--- src/logic/pbc_regs.svh ---
// Register constants, offsets, field positions and timing values of the basic control block
// ============================================================
// Function
// - Respond to all 32 management register indices; index 0 is basic control.
// - Writing 1 to bit 15 resets every register to default; reads 0.
// - Bit 14 set loops transmit data back, keeping it off the network.
// - Speed pair bit 6 and bit 13: 10, 100, 1000 Mb/s, reserved.
// - Bit 12 set (default) runs auto-negotiation, ignoring speed and duplex bits.
// - Bit 11 set enters general power-down; clear restores normal operation.
// - Bit 10 set isolates the device from the MAC-side interface.
// - Writing 1 to bit 9 restarts auto-negotiation; bit self-clears, reads 0.
// - Bit 8 selects forced duplex, default full, used only without auto-negotiation.
// - Bit 7 set asserts collision whenever the device is transmitting.
// - After reset bit 6 reads 1 and bit 13 reads 0 (1000 Mb/s).
`ifndef PBC_REGS_SVH
`define PBC_REGS_SVH

// ============================================================
// Register map
`define PBC_DATA_W 16
`define PBC_IDX_W 5
`define PBC_CNT_W 5
`define PBC_IDX_BASIC_CONTROL 5'h00
`define PBC_BASIC_CONTROL_RST 16'h1140
`define PBC_SC_MASK 16'h8200

// ============================================================
// Field positions
`define PBC_BIT_SOFT_RESET 15
`define PBC_BIT_LOOPBACK 14
`define PBC_BIT_SPEED_LO 13
`define PBC_BIT_AUTONEG_EN 12
`define PBC_BIT_POWER_DOWN 11
`define PBC_BIT_ISOLATE 10
`define PBC_BIT_AUTONEG_RESTART 9
`define PBC_BIT_DUPLEX 8
`define PBC_BIT_COL_TEST 7
`define PBC_BIT_SPEED_HI 6

// ============================================================
// Management frame fields
`define PBC_OP_READ 2'h2
`define PBC_OP_WRITE 2'h1
`define PBC_ADDR_BITS 5'h0A
`define PBC_DATA_BITS 5'h10
`define PBC_OP_BITS 5'h02
`define PBC_TA_LAST 5'h01
`define PBC_SYNC_W 2
`define PBC_DEFAULT_PHY_ADDR 5'h01

`endif

--- src/logic/pbc_pkg.sv ---
// Types shared by the basic control block
`include "pbc_regs.svh"

package pbc_pkg;

    // ============================================================
    // Enumerations
    typedef enum logic [2:0] {
        PBC_IDLE = 3'b000,
        PBC_START = 3'b001,
        PBC_OPCODE = 3'b010,
        PBC_ADDR = 3'b011,
        PBC_TURN = 3'b100,
        PBC_WDATA = 3'b101,
        PBC_RDATA = 3'b110
    } pbc_state_t;

    typedef enum logic [1:0] {
        PBC_SPD_10 = 2'b00,
        PBC_SPD_100 = 2'b01,
        PBC_SPD_1000 = 2'b10,
        PBC_SPD_RSVD = 2'b11
    } pbc_speed_t;

    // ============================================================
    // Carriers
    typedef struct packed {
        logic loopbackEnableBit;
        logic autonegEnable;
        logic powerDown;
        logic macSideIsolateBit;
        logic duplexFull;
        logic collisionTestBit;
        pbc_speed_t forcedSpeed;
        logic forcedModeValid;
    } pbc_ctrl_t;

    typedef struct packed {
        logic [`PBC_SYNC_W-1:0] s1;
        logic [`PBC_SYNC_W-1:0] s2;
        logic [`PBC_SYNC_W-1:0] s3;
        logic [`PBC_SYNC_W-1:0] stable;
    } pbc_sync_t;

    typedef struct packed {
        pbc_state_t state;
        logic [`PBC_CNT_W-1:0] cnt;
        logic [`PBC_DATA_W-1:0] shift;
        logic [1:0] opcode;
        logic isRead;
        logic addrHit;
        logic [`PBC_IDX_W-1:0] regIdx;
        logic [`PBC_DATA_W-1:0] ctrlReg;
        logic mdioOut;
        logic mdioOe;
        logic softResetPulse;
        logic autonegRestartBit;
        logic collision;
    } pbc_core_t;

endpackage

--- src/logic/pbc_basic_control.sv ---
// Management frame slave holding the basic control register and its control outputs
`timescale 1ns/1ns
`include "pbc_regs.svh"

module pbc_basic_control #(
    parameter logic [`PBC_IDX_W-1:0] PHY_ADDR = `PBC_DEFAULT_PHY_ADDR
) (
    input wire logic core_clk,
    input wire logic rst_n,
    input wire logic mdc,
    input wire logic mdioIn,
    output logic mdioOut,
    output logic mdioOe,
    input wire logic txActive,
    output pbc_pkg::pbc_ctrl_t ctrlOut,
    output logic collisionOut,
    output logic softResetPulse,
    output logic autonegRestartPulse
);
    import pbc_pkg::*;

    // ============================================================
    // Helpers
    function automatic logic [`PBC_DATA_W-1:0] readValue(
        input logic [`PBC_IDX_W-1:0] idx,
        input logic [`PBC_DATA_W-1:0] regVal
    );
        logic [`PBC_DATA_W-1:0] v;
        v = '0;
        // Other indices of the space belong to other blocks and read zero here
        if (idx == `PBC_IDX_BASIC_CONTROL) begin
            v = regVal & ~`PBC_SC_MASK;
        end
        return v;
    endfunction

    function automatic pbc_speed_t speedOf(input logic [`PBC_DATA_W-1:0] regVal);
        return pbc_speed_t'({regVal[`PBC_BIT_SPEED_HI], regVal[`PBC_BIT_SPEED_LO]});
    endfunction

    // ============================================================
    // Pin synchronisers
    logic [`PBC_SYNC_W-1:0] pinLevel;
    logic [`PBC_SYNC_W-1:0] pinRise;
    logic mdcRise;
    logic mdioBit;

    pbc_pin_sync u_sync (
        .core_clk(core_clk),
        .rst_n(rst_n),
        .pinIn({mdioIn, mdc}),
        .pinLevel(pinLevel),
        .pinRise(pinRise)
    );

    assign mdcRise = pinRise[0];
    assign mdioBit = pinLevel[1];

    // ============================================================
    // State
    pbc_core_t cr_q;
    pbc_core_t cr_d;

    always_comb begin
        cr_d = cr_q;
        cr_d.softResetPulse = 1'b0;
        cr_d.autonegRestartBit = 1'b0;
        // Collision follows transmit only in test mode
        cr_d.collision = cr_q.ctrlReg[`PBC_BIT_COL_TEST] & txActive;
        if (mdcRise) begin
            case (cr_q.state)
                PBC_IDLE: begin
                    // Preamble may be suppressed: any one followed by zero starts
                    cr_d.mdioOe = 1'b0;
                    if (mdioBit) begin
                        cr_d.cnt = 5'h01;
                    end else if (cr_q.cnt != '0) begin
                        cr_d.state = PBC_START;
                        cr_d.cnt = '0;
                    end
                end
                PBC_START: begin
                    cr_d.cnt = '0;
                    cr_d.state = mdioBit ? PBC_OPCODE : PBC_IDLE;
                end
                PBC_OPCODE: begin
                    cr_d.opcode = {cr_q.opcode[0], mdioBit};
                    cr_d.cnt = cr_q.cnt + 5'h01;
                    if (cr_q.cnt + 5'h01 == `PBC_OP_BITS) begin
                        cr_d.cnt = '0;
                        if ({cr_q.opcode[0], mdioBit} == `PBC_OP_READ) begin
                            cr_d.isRead = 1'b1;
                            cr_d.state = PBC_ADDR;
                        end else if ({cr_q.opcode[0], mdioBit} == `PBC_OP_WRITE) begin
                            cr_d.isRead = 1'b0;
                            cr_d.state = PBC_ADDR;
                        end else begin
                            cr_d.state = PBC_IDLE;
                        end
                    end
                end
                PBC_ADDR: begin
                    cr_d.shift = {cr_q.shift[`PBC_DATA_W-2:0], mdioBit};
                    cr_d.cnt = cr_q.cnt + 5'h01;
                    if (cr_q.cnt + 5'h01 == `PBC_ADDR_BITS) begin
                        cr_d.addrHit = (cr_d.shift[9:5] == PHY_ADDR);
                        cr_d.regIdx = cr_d.shift[4:0];
                        cr_d.cnt = '0;
                        cr_d.state = PBC_TURN;
                    end
                end
                PBC_TURN: begin
                    if (cr_q.isRead) begin
                        // Drive the second turnaround bit low, then data
                        cr_d.mdioOe = cr_q.addrHit;
                        cr_d.mdioOut = 1'b0;
                        cr_d.shift = readValue(cr_q.regIdx, cr_q.ctrlReg);
                        cr_d.cnt = '0;
                        cr_d.state = PBC_RDATA;
                    end else if (cr_q.cnt == `PBC_TA_LAST) begin
                        cr_d.cnt = '0;
                        cr_d.state = PBC_WDATA;
                    end else begin
                        cr_d.cnt = cr_q.cnt + 5'h01;
                    end
                end
                PBC_RDATA: begin
                    if (cr_q.cnt == `PBC_DATA_BITS) begin
                        cr_d.mdioOe = 1'b0;
                        cr_d.cnt = '0;
                        cr_d.state = PBC_IDLE;
                    end else begin
                        cr_d.mdioOut = cr_q.shift[`PBC_DATA_W-1];
                        cr_d.shift = {cr_q.shift[`PBC_DATA_W-2:0], 1'b0};
                        cr_d.cnt = cr_q.cnt + 5'h01;
                    end
                end
                PBC_WDATA: begin
                    cr_d.shift = {cr_q.shift[`PBC_DATA_W-2:0], mdioBit};
                    cr_d.cnt = cr_q.cnt + 5'h01;
                    if (cr_q.cnt + 5'h01 == `PBC_DATA_BITS) begin
                        cr_d.cnt = '0;
                        cr_d.state = PBC_IDLE;
                        if (cr_q.addrHit && cr_q.regIdx == `PBC_IDX_BASIC_CONTROL) begin
                            if (cr_d.shift[`PBC_BIT_SOFT_RESET]) begin
                                // Reset wins over every other bit of the same write
                                cr_d.ctrlReg = `PBC_BASIC_CONTROL_RST;
                                cr_d.softResetPulse = 1'b1;
                                cr_d.collision = 1'b0;
                            end else begin
                                cr_d.ctrlReg = cr_d.shift & ~`PBC_SC_MASK;
                                cr_d.autonegRestartBit =
                                    cr_d.shift[`PBC_BIT_AUTONEG_RESTART];
                            end
                        end
                    end
                end
                default: begin
                    cr_d.state = PBC_IDLE;
                    cr_d.mdioOe = 1'b0;
                end
            endcase
        end
    end

    always_ff @(posedge core_clk or negedge rst_n) begin
        if (!rst_n) begin
            cr_q <= '0;
            cr_q.state <= PBC_IDLE;
            cr_q.ctrlReg <= `PBC_BASIC_CONTROL_RST;
        end else begin
            cr_q <= cr_d;
        end
    end

    // ============================================================
    // Outputs
    assign mdioOut = cr_q.mdioOut;
    assign mdioOe = cr_q.mdioOe;
    assign softResetPulse = cr_q.softResetPulse;
    assign autonegRestartPulse = cr_q.autonegRestartBit;
    assign collisionOut = cr_q.collision;

    always_comb begin
        ctrlOut.loopbackEnableBit = cr_q.ctrlReg[`PBC_BIT_LOOPBACK];
        ctrlOut.autonegEnable = cr_q.ctrlReg[`PBC_BIT_AUTONEG_EN];
        ctrlOut.powerDown = cr_q.ctrlReg[`PBC_BIT_POWER_DOWN];
        ctrlOut.macSideIsolateBit = cr_q.ctrlReg[`PBC_BIT_ISOLATE];
        ctrlOut.duplexFull = cr_q.ctrlReg[`PBC_BIT_DUPLEX];
        ctrlOut.collisionTestBit = cr_q.ctrlReg[`PBC_BIT_COL_TEST];
        ctrlOut.forcedSpeed = speedOf(cr_q.ctrlReg);
        // Speed and duplex only count while negotiation is off and speed is legal
        ctrlOut.forcedModeValid = ~cr_q.ctrlReg[`PBC_BIT_AUTONEG_EN]
            && speedOf(cr_q.ctrlReg) != PBC_SPD_RSVD;
    end

endmodule

--- src/logic/pbc_pin_sync.sv ---
// Three-stage synchroniser with agreement filter for the management pins
`timescale 1ns/1ns
`include "pbc_regs.svh"

module pbc_pin_sync (
    input wire logic core_clk,
    input wire logic rst_n,
    input wire logic [`PBC_SYNC_W-1:0] pinIn,
    output logic [`PBC_SYNC_W-1:0] pinLevel,
    output logic [`PBC_SYNC_W-1:0] pinRise
);
    import pbc_pkg::*;

    pbc_sync_t st_q;
    pbc_sync_t st_d;
    logic [`PBC_SYNC_W-1:0] agree;

    // ============================================================
    // Filter: a change counts only once stages two and three agree
    always_comb begin
        st_d = st_q;
        st_d.s1 = pinIn;
        st_d.s2 = st_q.s1;
        st_d.s3 = st_q.s2;
        agree = ~(st_q.s2 ^ st_q.s3);
        st_d.stable = (agree & st_q.s3) | (~agree & st_q.stable);
    end

    always_ff @(posedge core_clk or negedge rst_n) begin
        if (!rst_n) begin
            st_q <= '0;
        end else begin
            st_q <= st_d;
        end
    end

    assign pinLevel = st_q.stable;
    assign pinRise = ~(st_q.s2 ^ st_q.s3) & st_q.s3 & ~st_q.stable;

endmodule

--- config.mk ---
export PLATFORM = sky130hd
export DESIGN_NAME = pbc_basic_control
export DESIGN_NICKNAME = d
export VERILOG_FILES = /design/src/logic/pbc_pkg.sv /design/src/logic/pbc_basic_control.sv /design/src/logic/pbc_pin_sync.sv
export VERILOG_INCLUDE_DIRS = /design/src /design/src/logic
export SDC_FILE = /design/constraint.sdc
export NUM_CORES = 1
export LEC_CHECK = 0
export BUFFER_PORTS_ARGS = -buffer_cell sky130_fd_sc_hd__buf_2
export CORE_MARGIN = 5
export CORE_UTILIZATION = 65
export CTS_CLUSTER_SIZE = 14
export DETAILED_ROUTE_END_ITERATION = 12
export GPL_ROUTABILITY_DRIVEN = 0
export PLACE_DENSITY = 0.85
export SLEW_MARGIN = 20
export SYNTH_ARGS = -nofsm -noshare
export SYNTH_HDL_FRONTEND = slang
export SYNTH_SLANG_ARGS = --single-unit
--- constraint.sdc ---
create_clock -name core_clk -period 5.1 [get_ports core_clk]
set_input_delay 0.51 -clock core_clk [delete_from_list [all_inputs] [get_ports core_clk]]
set_output_delay 0.51 -clock core_clk [all_outputs]
set_load 0.01 [all_outputs]
==> results by group, run 1 <==
Outcome
  • Outcome: finished clean

Layout
  • Final Cell Area: 3250 sq um
  • Ant. Diodes: 0
  • Layout area overhead: 7.41%
  • Layout net count: approximately 340
  • Post-Layout Cell Count: 389
  • Layout cells sized above 1: ~16%

Worst setup path
  • Arrival @ worst endpoint: 2.82 ns
  • Most frequent CP cell: nand3_1
  • Critical path class: reg2reg
  • Crit path launch type: flip-flop
  • Critical-path cell list: ha_1 -> nand3_1 -> a221o_1 -> nor2b_2 -> nand3_1 -> nor2_1 -> mux2_2
  • Critical path required time: 5.31 ns
  • Endpoint kind of the worst setup timing path: flip-flop
  • Worst-path fanout max: 8
  • Worst path slowest cell: dfrtp_1
  • Slowest cell delay on critical path: about 0.47 ns
  • Worst Reg-to-Reg Cells: 7

Pwr
  • Peak supply drop: 292 uV
  • P_leak: about 0.0015 uW
  • Power Density: 443 nW/um^2
  • Total power: 1440 uW

Yosys
  • Synth Cell Area: around 3000 sq um
  • Asr flop ratio synth: 100%
  • Post-synth top area share: 46.4%
  • Syn. warnings: 0
  • Leading area contributor after synthesis: dfrtp_1
  • Number of flops mapped to enable cells by yosys: 0
  • Mapped Cells: roughly 330
  • Ys flop type: dfrtp_1
  • Distinct cell type count after synthesis: 56
  • Syn Area/Cell: 9.18 sq um
  • Synth top cells by count: 56 x dfrtp_1, 56 x nand2_1, 38 x nor2_1
  • #FFs+latches synth: 59
  • Seq/Total Area, Yosys: about half
  • Synth top area cells: dfrtp_1 46%, nand2_1 7.0%, a21oi_1 5.0%
  • Post-synthesis net count: 340

Clock tree
  • Clock H-tree levels: 3
  • Number of buffers created by CTS: 9
  • Post-CTS Setup Bufs: 0
  • CTS Buffer Depth: 2
  • CTS tree: built
  • Post-CTS sizing: 0
  • Clock-pin slew on the worst setup and hold paths: around 0.06 ns
  • Hold Buf Count CTS: 0
  • Clock sink count: 59
  • Clk_lat worst skew: 0.33 ns
  • Clock root cell: clkbuf_8

Timing
  • Worst Skew: 0.00876 ns
  • # setup viols final: 0
  • Final hold violation count: 0
  • Final hold slack: 0.284 ns
  • Worst Tran Pin Value: 0.852 ns
  • Unrepaired setup endpoints after global routing: false
  • Tmin final: 2.61 ns
  • Setup TNS Final: 0 ns
  • Final period utilization: 51.1%
  • Max Fclk: 0.384 GHz
  • Rel. slew slack: 43.2%
  • Final slew viol count: 0

Place
  • Post-DP HPWL: 3820 microns
  • PortBufs: 18
  • Placed Cells: between 300 and 400
  • Post-DP Area: 3030 sq um

GRT
  • GRT Overall Usage: a little over a fifth
  • First-pass GRT wire length: a little over 10000 microns
  • Antenna violations before repair: 0
  • Total gr overflow: 0
  • Largest net degree at the start of global routing: 60
  • Number of global-route vias before repair: approximately 2200

Die
  • Ports: 19
  • Width of the die: 78.2 microns
  • Rows: 24
  • Die Span Y: 78.2 microns
  • Die ar.: 6110 sq um
  • Initial Utilization: 68.0%
  • CORE AREA: 4440 sq um

Route
  • Via Count: 2317
  • Drt via density: 5.96
  • Drt pass-1 iters: 5
  • ANT nets after route: 0
  • DR WL/cell: 14.7 microns
  • Detailed-route DRC error count: 0
  • DRT Wirelength: between 5000 and 6000 microns
  • Starting DRT DRC Count: 314

Worst hold path
  • Hold Crit Depth: 1
  • Hold Crit Class: in2reg

Run
  • Max-cap violations: 0
[state kept, by name, summed over array words and instances (netlist names), named ones only]
name and count:
cr_q 38, ctrlOut 8, u_sync.st_d 4, u_sync.st_q 2
autonegRestartPulse 1, collisionOut 1, mdioOe 1, mdioOut 1
softResetPulse 1
[report_power, final]
group | switching, uW | internal (uW) | total, uW | leakage [uW]
clock network | 172 | 271 | 444 | 0.000106
registers | 119 | 545 | 664 | 0.000773
logic | 192 | 139 | 330 | 0.000591
[cell families after synthesis]
family / after synthesis / share of synthesized area (%)
AO/OA/AOI/OAI: 81 / 16.0
XOR/XNOR: 2 / 0.580
adder cells (fa/ha/maj): 7 / 2.82
buffers and inverters: 34 / 6.17
flip-flops: 59 / 49.0
multiplexers: 13 / 4.80
AND/OR/NAND/NOR: 133 / 20.6
[path summary, 6_finish.rpt]
| check | slack (ns) | end | start |
|---|---|---|---|
| min in group asynchronous | 0.30 | cr_q[48]$_DFFE_PN0P_ | rst_n |
| worst min-delay path | 0.28 | u_sync.st_d[4]$_DFF_PN0_ | mdc |
| worst max register to register | 2.49 | cr_q[21]$_DFFE_PN0P_ | cr_q[46]$_DFFE_PN0P_ |
| max in group asynchronous | 4.31 | u_sync.st_d[2]$_DFF_PN0_ | rst_n |
| worst max-delay path | 2.49 | cr_q[21]$_DFFE_PN0P_ | cr_q[46]$_DFFE_PN0P_ |
| worst min register to register | 0.35 | u_sync.st_d[3]$_DFF_PN0_ | u_sync.st_d[5]$_DFF_PN0_ |
[placed cells by master, fill, tap and decap left out, types with 2 or more instances in the layout]
cell / Yosys / layout
nand2_1: 56 / 56
dfrtp_1: 56 / 56
nor2_1: 38 / 38
a21oi_1: 30 / 29
o21ai_0: 26 / 26
buf_2: 5 / 18
mux2_2: 12 / 12
clkbuf_8: 0 / 9
inv_1: 7 / 7
nand3_1: 7 / 7
nor2b_1: 6 / 6
ha_1: 6 / 6
nor4b_1: 4 / 4
nor3b_1: 3 / 3
nand2b_1: 3 / 3
o31ai_1: 3 / 3
nor3_1: 3 / 3
dfstp_2: 3 / 3
and2_1: 2 / 2
a32o_1: 2 / 2
o21bai_1: 2 / 2
a22oi_1: 2 / 2
a22o_1: 2 / 2
clkinv_2: 0 / 2
bufinv_16: 0 / 2
[metal layers]
| layer | wire length, microns | global-route usage [%] |
|---|---|---|
| met4 | 106 | 8.04 |
| met2 | 2540 | 31.8 |
| met5 | 0 | 0 |
| met3 | 418 | 6.52 |
| met1 | 2650 | 29.4 |
[critical path, delay by kind of cell (launching register included)]
family          cells  cell delay, ns
fa+ha+maj           1            0.29
flops               1            0.47
compound gates      1            0.43
simple gates        4            0.90
mux                 1            0.40
[per-stage QoR]
step,utilization [%],setup slack (ns)
floorplan,-,2.87
global placement,68.2,2.48
detailed placement,68.2,2.38
CTS,72.9,2.37
global route,73.0,2.30
finish,73.0,2.49
[cell type report]
cell class / count / area, sq um
fill: 329 / 1200
tap: 52 / 65.1
multi-input combinational: 236 / 1370
clock buffer: 10 / 128
clock inverter: 5 / 78.8
timing repair buffer: 19 / 97.6
inverter: 8 / 30.0
sequential: 59 / 1480
Power figures use the tool's default switching activity.
==> run 2, diff against run 1 <==
- ABC_AREA: default -> 1
- CORE_UTILIZATION: 65 -> 60
- PLACE_DENSITY: 0.85 -> 0.79
- clock period: 5.1 -> 2.5 ns (I/O delays scaled with it)
==> results by group, run 2 <==
Layout
  • Fill cells: 434 (+32%)
  • Reg with most FFs: cr_q
  • Multi-input gate area: 1330 sq um (-2.6%)
  • Layout area overhead: 10.4%
  • Most frequent cells in the layout: 108 x nand2_1, 56 x dfrtp_1, 48 x inv_1
  • Post-Layout Cell Count: 488 (+25%)
  • Ant. Diodes: 0 (unchanged)
  • Layout net count: 424 (+23%)
  • Area taken by flip-flops and latches: 1480 sq um (unchanged)
  • Max reg flops: 38 (unchanged)
  • Layout cells sized above 1: 17.0% (+0.67 points)
  • Commonest non-fill, non-tap cell in the layout: nand2_1

Die
  • Ports: 19 (unchanged)
  • CORE AREA: 5110 sq um (+15%)
  • Initial Utilization: 61.4% (-6.6 points)
  • Rows: 26 (+8.3%)
  • Die Span Y: 82.3 microns (+5.3%)
  • Width of the die: 82.3 microns (+5.3%)
  • Die ar.: 6770 sq um (+11%)

GRT
  • Largest net degree at the start of global routing: 31 (-48%)
  • Number of global-route vias before repair: 2571 (+18%)
  • Antenna violations before repair: 0 (unchanged)
  • Total gr overflow: 0 (unchanged)
  • First-pass GRT wire length: 11800 microns (+16%)
  • GRT Overall Usage: 23.2% (+1.9 points)

Timing
  • Final slew viol count: 0 (unchanged)
  • Rel. slew slack: 54.0% (+11 points)
  • Final hold violation count: 0 (unchanged)
  • Max Fclk: 0.461 GHz (+20%)
  • Worst Tran Pin Value: 0.690 ns (-0.162 ns)
  • Final period utilization: 86.8% (+36 points)
  • Tmin final: 2.17 ns (-0.436 ns)
  • # setup viols final: 0 (unchanged)
  • Setup TNS Final: 0 ns (unchanged)
  • Worst Skew: 0.00862 ns (-0.000144 ns)
  • Unrepaired setup endpoints after global routing: false

Worst setup path
  • Slowest cell delay on critical path: 0.42 ns (-0.05 ns)
  • Critical path class: reg2reg
  • Critical-path cell list: buf_4 -> ha_1 -> nand3_1 -> nand2_1 -> nand2_1 -> inv_1 -> nor2_2 -> nand4_2 -> nand2_1 -> o21ai_2
  • Worst path slowest cell: nand4_2
  • Worst-path fanout max: 17 (+9)
  • Most frequent CP cell: nand2_1
  • Critical path required time: 2.73 ns (-2.58 ns)
  • Arrival @ worst endpoint: 2.40 ns (-0.42 ns)
  • Crit path launch type: flip-flop
  • Endpoint kind of the worst setup timing path: flip-flop

Yosys
  • Synth top area cells: dfrtp_1 45%, nand2_1 13%, nand3_1 7.0%
  • Syn. warnings: 0 (unchanged)
  • Distinct cell type count after synthesis: 33 (-41%)
  • Leading area contributor after synthesis: dfrtp_1
  • Synth top cells by count: 108 x nand2_1, 56 x dfrtp_1, 48 x inv_1
  • Post-synth top area share: 44.7% (-1.7 points)
  • #FFs+latches synth: 59 (unchanged)
  • Syn Area/Cell: 7.92 sq um (-14%)
  • Seq/Total Area, Yosys: 47.2% (-1.8 points)
  • Synth Cell Area: 3140 sq um (+3.8%)
  • Number of flops mapped to enable cells by yosys: 0 (unchanged)
  • Asr flop ratio synth: 100% (unchanged)
  • Mapped Cells: 396 (+20%)
  • Post-synthesis net count: 407 (+20%)
  • Most frequent cell after synthesis: nand2_1
  • Ys flop type: dfrtp_1

Clock tree
  • Number of buffers created by CTS: 9 (unchanged)
  • CTS Buffer Depth: 2 (unchanged)
  • CTS tree: built
  • Clk_lat worst skew: 0.35 ns (+0.02 ns)
  • Post-CTS sizing: 0 (unchanged)
  • Clock root cell: clkbuf_8
  • Clock-pin slew on the worst setup and hold paths: 0.06 ns (about the same)
  • Clock H-tree levels: 3 (unchanged)
  • Clock sink count: 59 (unchanged)

Place
  • Placed Cells: 469 (+25%)
  • PortBufs: 18 (unchanged)
  • Post-DP HPWL: 4660 microns (+22%)

Run
  • Max-cap violations: 0 (unchanged)

Outcome
  • Outcome: finished clean

Route
  • Detailed-route DRC error count: 0 (unchanged)
  • Drt pass-1 iters: 5 (unchanged)
  • Starting DRT DRC Count: 236 (-25%)
  • DRT Wirelength: 6830 microns (+20%)
  • Drt via density: 5.45 (-8.4%)
  • Via Count: 2662 (+15%)
  • ANT nets after route: 0 (unchanged)
  • DR WL/cell: 14.0 microns (-4.7%)

Worst hold path
  • Hold Crit Class: in2reg

Pwr
  • P_leak: 0.00172 uW (+17%)
  • Total power: 2440 uW (+70%)
  • Power Density: 704 nW/um^2 (+59%)
  • Peak supply drop: 499 uV (+71%)
-- run 2: final cells by class --
cell class	instances	area share, %
clock buffer	13	4.88
clock inverter	3	0.614
inverter	54	5.85
multi-input combinational	263	38.5
sequential	59	42.8
tap	70	2.53
timing repair buffer	26	4.92
-- run 2: stage by stage --
step	hold slack (ns)	setup WS, ns	util, %	instance area, sq um
floorplan	-0.0456	0.795	-	3140
global placement	0.321	0.352	63.3	3230
detailed placement	0.325	0.271	63.3	3230
CTS	0.138	0.254	67.6	3450
global route	0.165	0.117	67.8	3460
finish	0.142	0.329	67.8	3460
-- run 2: cell families after synthesis --
group | synth area share, %
AO/OA/AOI/OAI | 10.6
adder cells (fa/ha/maj) | 2.71
buffers and inverters | 10.6
flip-flops | 47.2
AND/OR/NAND/NOR | 28.9
-- run 2: worst paths after layout --
kind                                               start                       end  slack, ns  cells past startpoint
worst max-delay path                cr_q[46]$_DFFE_PN0P_    ctrlOut[3]$_DFFE_PN0P_       0.33                     10
worst min-delay path                            txActive    collisionOut$_DFF_PN0_       0.14                      3
worst max register to register      cr_q[46]$_DFFE_PN0P_    ctrlOut[3]$_DFFE_PN0P_       0.33                     10
worst min register to register  u_sync.st_d[4]$_DFF_PN0_  u_sync.st_d[2]$_DFF_PN0_       0.35                      0
max in group asynchronous                          rst_n    ctrlOut[4]$_DFFE_PN1P_       1.36                      3
min in group asynchronous                          rst_n    ctrlOut[1]$_DFFE_PN0P_       0.48                      2
-- run 2: worst max-delay path: cells and delay by family (launching register included) --
family                   cells  cell delay (ns)
AND/OR/NAND/NOR              6             1.13
buffers and inverters        2             0.23
flip-flops                   1             0.38
adder cells (fa/ha/maj)      1             0.24
AO/OA/AOI/OAI                1             0.07
-- run 2: timing repair --
item / 4_1_cts / 5_1_grt
setup buffers: 0 / 0
hold buffers: 3 / 0
endpoints found under the hold margin: 31 / 0
-- run 2: routing by layer --
metal  track usage, %  routed length, microns  vias to the layer above
met5                0                       0                        -
met4             11.3                     148                        0
met3             5.21                     377                       16
met2             39.1                    3440                       81
met1             27.9                    2870                     1272
li1                 -                       -                     1293
-- run 2: where the power goes --
group	total, uW	internal (uW)	leakage (uW)	switching, uW
clock	822	441	0.0000956	381
sequential	1060	1000	0.000789	55.5
combinational	559	171	0.000839	388
total	2440	1610	0.00172	825
